**src/include/ccms_cfg.svh**
```systemverilog
// constants for the cpu clock mode select block
`ifndef CCMS_CFG_SVH
`define CCMS_CFG_SVH
`define CCMS_CFG_MSB 7
`define CCMS_CFG_LSB 5
`define CCMS_RCFG_RESET 8'hFF
`define CCMS_CODE_X4 3'h7
`define CCMS_CODE_X3 3'h6
`define CCMS_CODE_X2 3'h5
`define CCMS_CODE_X5 3'h4
`define CCMS_CODE_DIRECT 3'h3
`define CCMS_CODE_X1P5 3'h2
`define CCMS_CODE_DIV2 3'h1
`define CCMS_CODE_X2P5 3'h0
`define CCMS_PHASE_BITS 5
`endif

```
**src/include/ccms_pkg.sv**
```systemverilog
// types for the cpu clock mode select block
package ccms_pkg;
  typedef enum logic [2:0] {
    CCMS_MODE_PRESCALE = 3'h1,
    CCMS_MODE_DIRECT = 3'h2,
    CCMS_MODE_PLL = 3'h4
  } ccms_mode_t;
  typedef struct packed {
    ccms_mode_t mode;
    logic [3:0] mul_half;
    logic pll_en;
  } ccms_sel_t;
endpackage : ccms_pkg

```
**src/ccms_sync3.sv**
```systemverilog
// three-stage input synchroniser with agreement filter
`timescale 1ns/1ps
module ccms_sync3 #(
  parameter int W = 8
) (
  // clock and reset
  input wire logic clk_i,
  input wire logic srst_i,
  // data
  input wire logic [W-1:0] d_i,
  output logic [W-1:0] q_o
);
  logic [W-1:0] s1;
  logic [W-1:0] s2;
  logic [W-1:0] s3;
  logic [W-1:0] next_q;
  always_comb begin
    next_q = q_o;
    for (int i = 0; i < W; i++) begin
      // s1 feeds only s2; accept a change once s2 and s3 agree
      if (s2[i] == s3[i]) begin
        next_q[i] = s2[i];
      end
    end
  end
  always_ff @(posedge clk_i) begin
    if (srst_i) begin
      s1 <= '0;
      s2 <= '0;
      s3 <= '0;
      q_o <= '0;
    end else begin
      s1 <= d_i;
      s2 <= s1;
      s3 <= s2;
      q_o <= next_q;
    end
  end
endmodule : ccms_sync3

```
**src/ccms_top.sv**
```systemverilog
// cpu clock mode select: field capture, mode decode and cpu clock phase generation
`timescale 1ns/1ps
`include "ccms_cfg.svh"
module ccms_top
  import ccms_pkg::*;
#(
  parameter int PHASE_BITS = `CCMS_PHASE_BITS
) (
  // clock and reset
  input wire logic clk_i,
  input wire logic srst_i,
  // reset and reload control
  input wire logic long_reset_i,
  input wire logic reload_i,
  input wire logic [7:0] port_zero_upper_byte_i,
  input wire logic [15:0] reset_control_reg_i,
  // oscillator sampled on clk_i
  input wire logic osc_i,
  // outputs
  output logic [7:0] reset_config_high_o,
  output logic [2:0] clock_source_field_o,
  output logic [2:0] mode_o,
  output logic pll_en_o,
  output logic cpu_clk_o,
  output logic phase_edge_o
);
  logic [7:0] p0_sync;
  logic osc_sync;
  logic [7:0] rcfg;
  logic [7:0] next_rcfg;
  logic osc_d;
  logic [3:0] trans_cnt;
  logic [3:0] next_trans_cnt;
  logic [PHASE_BITS-1:0] per_cnt;
  logic [PHASE_BITS-1:0] next_per_cnt;
  logic [PHASE_BITS-1:0] in_period;
  logic [PHASE_BITS-1:0] next_in_period;
  logic [PHASE_BITS-1:0] meas;
  logic [PHASE_BITS-1:0] next_meas;
  logic [PHASE_BITS+3:0] acc;
  logic [PHASE_BITS+3:0] next_acc;
  logic cpu_clk;
  logic next_cpu_clk;
  logic edge_q;
  logic next_edge;
  ccms_sel_t sel;
  logic osc_edge;

  // decode used by the clock path and the mode outputs
  function automatic ccms_sel_t decode(input logic [2:0] f);
    ccms_sel_t s;
    s.mode = CCMS_MODE_PLL;
    s.pll_en = 1'b1;
    case (f)
      `CCMS_CODE_X4: s.mul_half = 4'h8;
      `CCMS_CODE_X3: s.mul_half = 4'h6;
      `CCMS_CODE_X2: s.mul_half = 4'h4;
      `CCMS_CODE_X5: s.mul_half = 4'hA;
      `CCMS_CODE_X1P5: s.mul_half = 4'h3;
      `CCMS_CODE_X2P5: s.mul_half = 4'h5;
      `CCMS_CODE_DIRECT: begin
        s.mode = CCMS_MODE_DIRECT;
        s.pll_en = 1'b0;
        s.mul_half = 4'h2;
      end
      `CCMS_CODE_DIV2: begin
        s.mode = CCMS_MODE_PRESCALE;
        s.pll_en = 1'b0;
        s.mul_half = 4'h1;
      end
      default: s.mul_half = 4'h8;
    endcase
    return s;
  endfunction : decode

  ccms_sync3 #(.W(9)) u_sync (
    .clk_i(clk_i),
    .srst_i(srst_i),
    .d_i({osc_i, port_zero_upper_byte_i}),
    .q_o({osc_sync, p0_sync})
  );

  assign sel = decode(rcfg[`CCMS_CFG_MSB:`CCMS_CFG_LSB]);
  assign osc_edge = osc_sync ^ osc_d;

  // configuration register
  always_comb begin
    next_rcfg = rcfg;
    if (long_reset_i) begin
      next_rcfg = p0_sync;
    end else if (reload_i) begin
      next_rcfg = reset_control_reg_i[15:8];
    end
  end

  // cpu clock generation; the fast clock limits pll resolution, a trade for a
  // fully synchronous design with no analog loop
  always_comb begin
    next_trans_cnt = trans_cnt;
    next_per_cnt = per_cnt;
    next_in_period = in_period;
    next_acc = acc;
    next_cpu_clk = cpu_clk;
    next_edge = 1'b0;
    next_meas = meas;
    if (per_cnt != {PHASE_BITS{1'b1}}) begin
      next_per_cnt = per_cnt + 1'b1;
    end
    // measured in every mode so a switch into pll mode starts from a fresh period
    if (osc_sync && !osc_d) begin
      next_meas = per_cnt;
      next_per_cnt = {{(PHASE_BITS-1){1'b0}}, 1'b1};
    end
    case (sel.mode)
      CCMS_MODE_DIRECT: begin
        // phases follow input duty, pairs sum to one input period
        next_cpu_clk = osc_sync;
        next_edge = osc_sync ^ cpu_clk;
      end
      CCMS_MODE_PRESCALE: begin
        if (osc_sync && !osc_d) begin
          next_cpu_clk = ~cpu_clk;
          next_edge = 1'b1;
        end
      end
      CCMS_MODE_PLL: begin
        // accumulate 2*F phase steps per input period; counter limits to that rate
        if (osc_edge) begin
          if (trans_cnt + 4'h1 >= sel.mul_half[3:1] || sel.mul_half[3:1] == 3'h0) begin
            next_trans_cnt = 4'h0;
            // every F-th transition (F rounded down) step halfway toward the measured period, rounding
            // toward it so the estimate cannot stall one count away
            next_in_period = PHASE_BITS'(((PHASE_BITS+1)'(in_period) + meas
                + (PHASE_BITS+1)'(meas > in_period)) >> 1);
          end else begin
            next_trans_cnt = trans_cnt + 4'h1;
          end
        end
        next_acc = acc + (PHASE_BITS+4)'(sel.mul_half);
        if (acc + (PHASE_BITS+4)'(sel.mul_half) >= (PHASE_BITS+4)'(in_period)) begin
          next_acc = acc + (PHASE_BITS+4)'(sel.mul_half) - (PHASE_BITS+4)'(in_period);
          next_cpu_clk = ~cpu_clk;
          next_edge = 1'b1;
        end
      end
      default: begin
        next_cpu_clk = 1'b0;
      end
    endcase
  end

  always_ff @(posedge clk_i) begin
    if (srst_i) begin
      rcfg <= `CCMS_RCFG_RESET;
      osc_d <= 1'b0;
      trans_cnt <= '0;
      per_cnt <= '1;
      meas <= '1;
      in_period <= '1;
      acc <= '0;
      cpu_clk <= 1'b0;
      edge_q <= 1'b0;
      reset_config_high_o <= `CCMS_RCFG_RESET;
      clock_source_field_o <= `CCMS_CODE_X4;
      mode_o <= CCMS_MODE_PLL;
      pll_en_o <= 1'b1;
      cpu_clk_o <= 1'b0;
      phase_edge_o <= 1'b0;
    end else begin
      rcfg <= next_rcfg;
      osc_d <= osc_sync;
      trans_cnt <= next_trans_cnt;
      per_cnt <= next_per_cnt;
      meas <= next_meas;
      in_period <= next_in_period;
      acc <= next_acc;
      cpu_clk <= next_cpu_clk;
      edge_q <= next_edge;
      reset_config_high_o <= rcfg;
      clock_source_field_o <= rcfg[`CCMS_CFG_MSB:`CCMS_CFG_LSB];
      mode_o <= sel.mode;
      pll_en_o <= sel.pll_en;
      cpu_clk_o <= cpu_clk;
      phase_edge_o <= edge_q;
    end
  end
endmodule : ccms_top

```
**config.mk**
```make
export PLATFORM = sky130hd
export DESIGN_NAME = ccms_top
export DESIGN_NICKNAME = d
export VERILOG_FILES = /design/src/include/ccms_pkg.sv /design/src/ccms_sync3.sv /design/src/ccms_top.sv
export VERILOG_INCLUDE_DIRS = /design/src /design/src/include
export SDC_FILE = /design/constraint.sdc
export NUM_CORES = 1
export LEC_CHECK = 0
export ABC_CLOCK_PERIOD_IN_PS = 4410
export BUFFER_PORTS_ARGS = -buffer_cell sky130_fd_sc_hd__buf_2
export CORE_UTILIZATION = 32
export DETAILED_ROUTE_END_ITERATION = 7
export GPL_TIMING_DRIVEN = 1
export PLACE_DENSITY = 0.47
export SLEW_MARGIN = 10
export SYNTH_ARGS = -nofsm -noshare
export SYNTH_HDL_FRONTEND = slang
export SYNTH_SLANG_ARGS = --single-unit
export TNS_END_PERCENT = 30
```
**constraint.sdc**
```tcl
create_clock -name clk_i -period 4.41 [get_ports clk_i]
set_input_delay 0.882 -clock clk_i [delete_from_list [all_inputs] [get_ports clk_i]]
set_output_delay 0.882 -clock clk_i [all_outputs]
set_load 0.03 [all_outputs]
```
# [Yosys cells after proc, flatten, opt, wreduce, memory -nomap -nowiden]
# Cells that the tools add are included.
[word_totals] ff_bits=92 inputBits=29 output_inout_bits=17 word_cells=89
[classes] n_addsub=6 order_cmp=3 eq_ne=22 n_mux=15 bitwise=3 n_reduce_logical=12
[op_table] operator="$pmux W4 S8" n=1
[op_table] operator="$mux W8" n=2
[op_table] operator="$eq A3 B3 Y1 const B" n=5
[op_table] operator="$mux W5" n=2
[op_table] operator="$add A9 B4 Y9" n=1
[op_table] operator="$eq A1 B1 Y1" n=9
[op_table] operator="$eq A3 B2 Y1 const B" n=3
[op_table] operator="$ge A9 B5 Y1" n=1
[op_table] operator="$mux W9" n=1
[op_table] operator="$sub A9 B5 Y9" n=1
[op_table] operator="$add A5 B5 Y6" n=1
[op_table] operator="$add A6 B1 Y6" n=1
[op_table] operator="$eq A3 B1 Y1 const B" n=2
[op_table] operator="$logic_not A3 Y1" n=2
[op_table] operator="$pmux W1 S3" n=2
[op_table] operator="$pmux W3 S2" n=1
[op_table] operator="$add A5 B1 Y5 const B" n=1
[op_table] operator="$gt A5 B5 Y1" n=1
[op_table] operator="$mux W1" n=5
[op_table] operator="$ne A5 B5 Y1 const B" n=1
[op_table] operator="$add A4 B1 Y4 const B" n=1
[op_table] operator="$ge A4 B3 Y1" n=1
[op_table] operator="$mux W4" n=1
[op_table] operator="$ne A2 B2 Y1 const B" n=2
[op_table] operator="9 further kinds" n=13

# [Logic depth before layout (Yosys ltp)]
# Gate-level depths: netlist of run 1.
[logic_depth] ltp_word=6 mapped_depth=17 mapped_depth_nobuf=16

# [Modules after synthesis]
# A second synthesis of run 1 with hierarchy kept.
[unflattened] cells_unflattened=432 hier_area_um2=4175.3
[modules_own_cells] module="ccms_top" n_inst=1 cells_each=339 area_per_inst_um2=3113.0 seq_area_each_um2=1041.0
[modules_own_cells] module="ccms_sync3" n_inst=1 cells_each=93 area_per_inst_um2=1062.3 seq_area_each_um2=720.7

# [Least setup slack after synthesis of run 1]
# OpenSTA, ideal clock, no wires.
[synth_timing] path_kind="reg-to-reg" startpoint="register rcfg[7]" endpoint="register acc[5]" setup_time_ns=0.073 t_arrival_ns=3.453 required_ns=4.337 slack_ns=0.884 stages_incl_launch_ff=14 path_buffers=1 period_less_slack_ns=3.526 cell_sequence="dfxtp_1 -> clkbuf_1 -> mux2i_1 -> ha_1 -> a21oi_2 -> o21bai_1 -> xor2_1 -> ha_1 -> nand2_1 -> or4_4 -> and4bb_4 -> and2_4 -> or4b_4 -> o211ai_2"
[synth_between] elab_chain_len=5 elab_cells_between_ends=15 cone_classes="add/sub: 2; order compare: 1; eq/ne: 8; mux: 3; reduce/logical: 1"
[synth_rtl] item="start: declaration" line_no="ccms_top.sv:29" rtl="logic [7:0] rcfg;"
[synth_rtl] item="start signal: assignment" line_no="ccms_top.sv:154" rtl="rcfg <= `CCMS_RCFG_RESET;"
[synth_rtl] item="start signal: assignment" line_no="ccms_top.sv:170" rtl="rcfg <= next_rcfg;"
[synth_rtl] item="$eq A3 B1 Y1 (tied with other cells)" line_no="ccms_top.sv:54" rtl="case (f)"
[synth_rtl] item="$pmux W4 S8" line_no="ccms_top.sv:54"
[synth_rtl] item="$add A9 B4 Y9" line_no="ccms_top.sv:139, ccms_top.sv:140, ccms_top.sv:141"
[synth_rtl] item="$sub A9 B5 Y9 or $ge A9 B5 Y1 (tied branches)" line_no="ccms_top.sv:141, ccms_top.sv:140"
[synth_rtl] item="$mux W9" line_no="ccms_top.sv:140" rtl="if (acc + (PHASE_BITS+4)'(sel.mul_half) >= (PHASE_BITS+4)'(in_period)) begin"
[synth_rtl] item="end signal: assignment" line_no="ccms_top.sv:176" rtl="acc <= next_acc;"
[synth_rtl] item="end: declaration" line_no="ccms_top.sv:40" rtl="logic [PHASE_BITS+3:0] acc;"
# Parallel ways exist; a longest one is shown, timed or not.
# A chain may end at the register's enable or synchronous reset.

# [Worst setup path after layout of run 1]
[layout_timing] startpoint="register rcfg[6]" endpoint="register acc[2]"
# The elaborated chain is that of the path after synthesis.

==> results of run 1 <==
==> layout by cell type, fill, tap and decap left out, types with 3 or more instances in the layout <==
cell,instances
sky130_fd_sc_hd__dfxtp_1,88
sky130_fd_sc_hd__nand2_1,39
sky130_fd_sc_hd__buf_2,37
sky130_fd_sc_hd__nor2b_1,35
sky130_fd_sc_hd__a21oi_1,27
sky130_fd_sc_hd__ha_1,27
sky130_fd_sc_hd__o21ai_0,23
sky130_fd_sc_hd__mux2i_1,17
sky130_fd_sc_hd__inv_1,16
sky130_fd_sc_hd__nor2_1,14
sky130_fd_sc_hd__nand3_1,12
sky130_fd_sc_hd__xor2_1,11
sky130_fd_sc_hd__clkbuf_16,9
sky130_fd_sc_hd__o211ai_1,8
sky130_fd_sc_hd__or2_2,8
sky130_fd_sc_hd__o21a_1,7
sky130_fd_sc_hd__mux2_2,7
sky130_fd_sc_hd__xnor2_1,6
sky130_fd_sc_hd__and3_1,5
sky130_fd_sc_hd__nor3_1,5
sky130_fd_sc_hd__nand2b_1,5
sky130_fd_sc_hd__or3_1,3
sky130_fd_sc_hd__nand3b_1,3
sky130_fd_sc_hd__nand4_1,3
sky130_fd_sc_hd__a211oi_1,3
sky130_fd_sc_hd__fa_1,3
sky130_fd_sc_hd__buf_4,3
==> worst register-to-register path, cell delays in order (launching register included) <==
cell and delay (ns):
sky130_fd_sc_hd__dfxtp_1 0.44, sky130_fd_sc_hd__inv_1 0.16, sky130_fd_sc_hd__mux2i_1 0.34, sky130_fd_sc_hd__ha_1 0.32
sky130_fd_sc_hd__a21oi_2 0.24, sky130_fd_sc_hd__o21bai_1 0.11, sky130_fd_sc_hd__xor2_1 0.26, sky130_fd_sc_hd__ha_1 0.35
sky130_fd_sc_hd__o21a_1 0.13, sky130_fd_sc_hd__o31a_1 0.12, sky130_fd_sc_hd__o21a_1 0.21, sky130_fd_sc_hd__a211oi_2 0.40
sky130_fd_sc_hd__nand2_1 0.20, sky130_fd_sc_hd__and3_1 0.20, sky130_fd_sc_hd__a311o_1 0.31
==> cells by family (layout without fill, tap and decap cells) <==
family,count (synthesis),in the layout
DFF,88,88
AOI/OAI and AO/OA,89,89
and+or+nand+nor,149,149
muxes,24,24
buffers and inverters,40,73
adders and majority gates,30,30
xor gates and xnor gates,17,17
==> report_power, final <==
group / switching (mW) / total [mW] / leakage [nW] / internal, mW
Combinational: 0.384 / 0.695 / 1.12 / 0.311
Sequential: 0.0766 / 0.957 / 0.723 / 0.880
Clock: 0.333 / 0.738 / 0.137 / 0.405
Total: 0.794 / 2.39 / 1.98 / 1.60
==> routing by layer <==
layer,share of wire (%),GRT usage (%),vias up
met5,0,0,-
met4,1.1,4.16,0
met2,46,22.0,33
met3,3.0,4.24,11
li1,-,-,1573
met1,49,17.1,1452
==> through the flow <==
step,setup slack (ns),total power [mW]
floorplan,0.884,1.53
global placement,0.598,1.66
detailed placement,0.567,1.67
CTS,0.536,2.42
global route,0.281,2.55
finish,0.528,2.39
==> worst max-delay path by stage <==
stage,start,depth (start not counted),end,slack [ns]
6_report,rcfg[6],14,acc[2],0.53
4_1_cts,rcfg[7],12,acc[5],0.54
2_1_floorplan,rcfg[7],13,acc[5],0.88
5_1_grt,rcfg[6],14,cpu_clk,0.28
3_5_place_dp,rcfg[7],12,acc[5],0.57
3_3_place_gp,rcfg[7],13,acc[2],0.60
==> registers in the layout, summed over array words and instances (netlist names) <==
name	flops
u_sync.s2	9
u_sync.q_o	9
rcfg	8
cpu_clk	1
cpu_clk_o	1
meas	5
osc_d	1
u_sync.s1	9
u_sync.s3	9
phase_edge_o	1
in_period	5
acc	9
mode_o	3
trans_cnt	4
reset_config_high_o	8
edge_q	1
per_cnt	5
==> final cells by class <==
cell class                 count  area [sq um]
timing repair buffer          40           208
inverter                      17          63.8
fill                        1318          7880
clock inverter                 6          52.6
clock buffer                  10           239
tap                          172           215
multi-input combinational    309          2200
sequential                    88          1760
==> run summary, run 1 <==
The flow ran to the end, but the final reports show violations. The checks that failed: design-rule violations. The final design area excluding fillers is 0.00474 sq mm. The count of max-cap constraint violations is 0.

The post-synthesis mux area share came out at 6.03%. The static leakage is 1.98 nW. The synthesized area per cell is 9.45 sq um. Dividing total power by cell area gives a power density of 505 mW/mm^2.

The count of synthesis-stage warnings from yosys came out at 0. The routability congestion estimate from global placement is 0.780. The count of flip-flops with a built-in enable after synthesis came out at 0. The final worst-path cycle share came out at 88.0%.

The largest net degree at the start of global routing came out at 59. The die covers 0.0134 sq mm. The instance count along the most critical hold path is 1. The count of buffers added on input and output ports is 37. The logic depth of the worst register-to-register path is 14. The number of global-route vias before repair is 2835.

The combinational family with the most area after synthesis is simple AND/OR/NAND/NOR gates. The class of the most critical hold timing path is flop to flop. The DRC violation count after routing is 2.

Of the total synthesized cell area, the portion taken by full adders, half adders and majority gates is 9.64%. After detailed placement, the total cell area comes to 0.00445 sq mm. The number of antenna violations at the first check in global routing came to 0. The initial core utilization is 32.7%. For the worst setup path, the data arrival time is 4.12 ns. The destination of the worst register-to-register timing path is acc[2].

The post-synthesis share of cell area spent on xor and xnor gates came out at 3.61%. Together, buffers and inverters on the worst path number 1. The final antenna-violating net count is 0. The kind of critical path is flop to flop. The average via count per standard cell came out at 4.78. The final setup violation count is 0. The number of H-tree levels is 3. VDD sags by at most 0.000173 V. The number of buffers created by CTS is 9.

The average wire per standard cell is 12.8 microns. The synthesized netlist devotes 20.0% of its cell area to simple gates. The die outline width came out at 116 microns. The floorplan die height is 116 microns.

The finished layout holds 642 standard cells, fillers aside. STA classifies the critical path endpoint as a flop. The number of clock sinks seen by CTS came out at 88. The clock tree from TritonCTS is done. The synthesized netlist devotes 13.9% of its cell area to compound gates. The max-slew violation count came out at 0. The number of flip-flops and latches in the synthesized netlist is 88.

The leftover overflow at the end of global routing came out at 0. The transition at the pin with the smallest max-transition slack is 0.584 ns. Summed over all failing endpoints, the final setup total negative slack is 0 ns. By area the synthesized netlist is led by sky130_fd_sc_hd__dfxtp_1, sky130_fd_sc_hd__ha_1, sky130_fd_sc_hd__nor2b_1. The origin of the critical flop-to-flop path is rcfg[6]. The ratio of cells with drive above 1 in the final layout came out at 17.2%.

The worst setup path is launched from a flop. The unique cell type count in the Yosys netlist came out at 57. The clock passes through at most 2 buffers.

The first detailed-routing pass ran for 6 iterations. For this run, the leading register cell type out of synthesis is sky130_fd_sc_hd__dfxtp_1. The tightest hold path in the finished design has a slack of 0.435 ns. The critical-path cell with the highest stage delay is sky130_fd_sc_hd__dfxtp_1.

For this run, the share of the core covered by cells in the final layout is 37.5%. The worst register-to-register path has a setup slack of 0.53 ns. The synthesized cell area is 0.00413 sq mm. Ranked by instance count, the synthesized netlist is headed by sky130_fd_sc_hd__dfxtp_1, sky130_fd_sc_hd__nand2_1, sky130_fd_sc_hd__nor2b_1.

The number of placed instances, taps included, is 626. 0 antenna diodes ended up in the layout. Based on the critical path, the design can be clocked at up to 258 MHz. The biggest fanout along the worst timing path is 7.

The biggest cell delay along the critical path is 0.44 ns. The share of the yosys chip area belonging to registers came out at 42.7%. The global routing usage summed across all routing layers came out at 13.5%.

The hold violation count in the final report is 0. The violation count after the first detailed-routing iteration came out at 145. The terminating pin of the worst hold path is u_sync.s2[0]. Among cell families on the critical path, the largest total delay comes from compound AO/OA/AOI/OAI gates. The area growth from synthesis to layout is 14.7%.

The post-cts repair resize count is 0. The gate count of the mapped netlist is 437. The net count of the finished layout is 524. The global-route wire length before repair is 13800 microns.

In this run the most critical hold path is launched from u_sync.s1[0]. The number of I/O pins is 46. The worst path required time is 4.65 ns. The final critical delay including setup and external delays came out at 3.88 ns.

The detailed placement HPWL is 5720 microns. The total number of vias is 3069. The cell sitting at the root of the clock tree is a sky130_fd_sc_hd__clkbuf_16.

The aggregate routed wire length is 8240 microns. In this run the standard cell core region covers 0.0126 sq mm. The area share of the leading cell type in the synthesized netlist came out at 42.7%.

For this run, asynchronously set or reset flops after synthesis account for 0%. The largest total area in the synthesized netlist belongs to sky130_fd_sc_hd__dfxtp_1. The worst-case clock skew is 0.00721 ns. Setup repair after global routing left no endpoint under its margin. In this run the tightest slew margin relative to its limit is 61.0%. The post-CTS repair timing setup buffer count came out at 0. The synthesized net count came out at 496. The signal on the critical path passes through inv_1 -> mux2i_1 -> ha_1 -> a21oi_2 -> o21bai_1 -> xor2_1 -> ha_1 -> o21a_1 -> o31a_1 -> o21a_1 -> a211oi_2 -> nand2_1 -> and3_1 -> a311o_1.

sky130_fd_sc_hd__dfxtp_1 is the most common cell in the netlist. The later pin in the worst-skew pair is clocked with a latency of 0.34 ns. The standard-cell row count is 41. The number of hold buffers added after CTS was 0. The clock input transition at the sequential cells of the worst setup and hold paths is 0.07 ns.
No activity file was read; power rests on OpenSTA's default activity.
==> run 2, diff against run 1 <==
- CORE_ASPECT_RATIO: unset -> 0.8
- CORE_UTILIZATION: 32 -> 49
- PLACE_DENSITY: 0.47 -> 0.67
==> run summary, run 2 (synthesized netlist as in run 1, its figures left out) <==
The flow ran to the end, and the final reports show no timing, DRC or antenna violations. The pre-antenna-repair detailed-routing pass consisted of 4 iterations. The area of all sequential standard cells is 0.00176 sq mm.

Max-cap violations in this run came to 0. The buffer levels on the longest clock path came out at 2. The leftover overflow at the end of global routing came out at 0. TritonCTS built the clock tree. The net count of the finished layout is 524. The placeable core region came out at 0.00806 sq mm. The first global-routing pass estimated 12900 microns of wire. The buffer type at the clock tree root is sky130_fd_sc_hd__clkbuf_8. Summed over all failing endpoints, the final setup total negative slack is 0 ns. The later pin in the worst-skew pair is clocked with a latency of 0.37 ns.

The number of global-route vias before repair came out at 2765. The H-tree was split into 3 levels. STA classifies the critical path endpoint as a flop. The tightest min-delay check is of the flop to flop type. STA classifies the critical path startpoint as a flop.

The static leakage is 1.96 nW. The number of clock sinks seen by CTS came out at 88. The clock input transition at the sequential cells of the worst setup and hold paths is 0.09 ns. The DRC violation count after routing is 0. The worst path required time came out at 4.71 ns. The final worst-path cycle share is 87.9%. The floorplan die height is 84.1 microns. The final antenna-violating net count is 0. The ratio of cells with drive above 1 in the final layout is 17.2%. Leaving out fill and tap cells, the most frequent cell in the layout is sky130_fd_sc_hd__dfxtp_1. The source of the worst hold timing path is u_sync.s1[8]. The instance count along the most critical hold path came out at 1. The power per standard cell area is 498 mW/mm^2. The terminating pin of the worst hold path is u_sync.s2[8]. Port buffering added 37 buffers. Among the stages of the critical path, the cell type that occurs most often is sky130_fd_sc_hd__nand3_1.

For this run, the total global-route usage over all layers was measured as 18.8%. Across the VDD grid, the largest voltage drop is 0.000288 V. The area growth from synthesis to layout is 11.3%. The largest individual stage delay along the critical path comes from the cell sky130_fd_sc_hd__or4b_4. The number of buffers created by CTS is 9. The routability congestion estimate from global placement came out at 0.859. The largest net degree at the start of global routing came out at 59. The number of I/O pins came out at 46. Walking the worst path, the cells encountered are inv_1 -> nand3_1 -> o21a_1 -> inv_1 -> ha_1 -> nand3_1 -> a21oi_1 -> nor2_1 -> ha_1 -> nand3_1 -> or4_4 -> and4bb_4 -> and2_4 -> or4b_4 -> o211ai_2. The arrival time of data at the critical path endpoint is 4.18 ns. The quantity of hold-fixing buffers added after cts came out at 0. The post-CTS repair timing setup buffer count is 0. The die outline width came out at 105 microns. The final design area excluding fillers came out at 0.00460 sq mm. After detailed routing, the average wire length per cell comes to 13.1 microns. Setup violations remaining at the end of the flow were counted as 0. The logic depth of the worst register-to-register path is 15. Using the TritonRoute via totals, the vias-per-cell ratio works out to 5.23. The HPWL after detailed placement is 5510 microns. The initial core utilization is 51.3%. The kind of critical path is flop to flop. The post-cts repair resize count came out at 0. The max-slew headroom at the worst pin came out at 61.9%. The maximum clock frequency came out at 258 MHz.

The violation count after the first detailed-routing iteration is 77. The hold violation count in the final report came out at 0. The final critical delay including setup and external delays came out at 3.88 ns. After detailed routing, the total wire length is 7600 microns. Counting the fill cells in the layout gives 735. The post-place instance area came out at 0.00437 sq mm. The die footprint is 0.00880 sq mm. The total number of vias is 3022. In this run the critical register-to-register path is launched from rcfg[6].

The max-slew violation count came out at 0. The multi-input combinational cells in the finished layout cover a total of 0.00220 sq mm. The number of inserted diodes came out at 0.

The standard-cell row count is 29. Across all register-to-register paths, the minimum setup slack is 0.53 ns. The transition at the pin with the smallest max-transition slack is 0.572 ns. The endpoint identified for the worst register-to-register timing path is acc[5]. The biggest fanout along the worst timing path came out at 12. In the layout the commonest cells are sky130_fd_sc_hd__dfxtp_1, sky130_fd_sc_hd__nand2_1, sky130_fd_sc_hd__buf_2. Setup repair after global routing left no endpoint under its margin. The number of antenna violations at the first check in global routing came to 0.

On the worst path, the slowest cell contributes a delay of 0.52 ns. The clock arrives with 0.00716 ns of skew.
-- run 2: cell count changes in the layout (fill, tap and decap cells not counted), sizes merged --
cell,change
bufinv,+2
clkinv,-2
inv,+2
clkbuf,-1
clkinvlp,-1
-- run 2: report_power, final --
group | switching [mW] | total [mW] | internal [mW]
Clock | 0.309 | 0.640 | 0.331
Combinational | 0.381 | 0.694 | 0.313
Sequential | 0.0735 | 0.953 | 0.880
Total | 0.764 | 2.29 | 1.52
-- run 2: through the flow --
stage / power (mW) / setup WS (ns) / hold slack (ns) / util [%] / std cells
after global routing: 2.43 / 0.285 / 0.461 / 57.1 / 578
after detailed placement: 1.66 / 0.557 / 0.421 / 54.2 / 562
after global placement: 1.64 / 0.646 / 0.419 / 54.2 / 562
final: 2.29 / 0.533 / 0.442 / 57.1 / 578
after floorplan: 1.53 / 0.884 / 0.413 / - / 437
after CTS: 2.31 / 0.525 / 0.444 / 57.1 / 578
-- run 2: worst max path at each step --
stage	endpoint	cells after the start	from
final	acc[5]	15	rcfg[6]
after global routing	acc[5]	15	rcfg[6]
after CTS	acc[5]	15	rcfg[6]
after detailed placement	acc[5]	15	rcfg[6]
after global placement	acc[5]	15	rcfg[6]
after floorplan	acc[5]	13	rcfg[7]
-- run 2: cell type report --
| class | instances | area share [%] |
|---|---|---|
| tap | 108 | 2.94 |
| sequential | 88 | 38.3 |
| clock buffer | 9 | 2.69 |
| timing repair buffer | 40 | 4.52 |
| clock inverter | 7 | 2.34 |
| multi-input combinational | 309 | 47.8 |
| inverter | 17 | 1.39 |
-- run 2: metal layers --
| layer | vias up | track usage, % | routed length [microns] |
|---|---|---|---|
| met5 | - | 0 | 0 |
| li1 | 1567 | - | - |
| met1 | 1391 | 25.1 | 3960 |
| met2 | 55 | 28.8 | 3260 |
| met3 | 9 | 5.85 | 287 |
| met4 | 0 | 6.53 | 91 |
-- run 2: worst max-delay path, delay by kind of cell, from the launching register on --
family	cells	cell delay, ns
adder cells (fa/ha/maj)	2	0.70
flip-flops	1	0.44
AO/OA/AOI/OAI	3	0.55
buffers and inverters	2	0.22
AND/OR/NAND/NOR	8	1.90
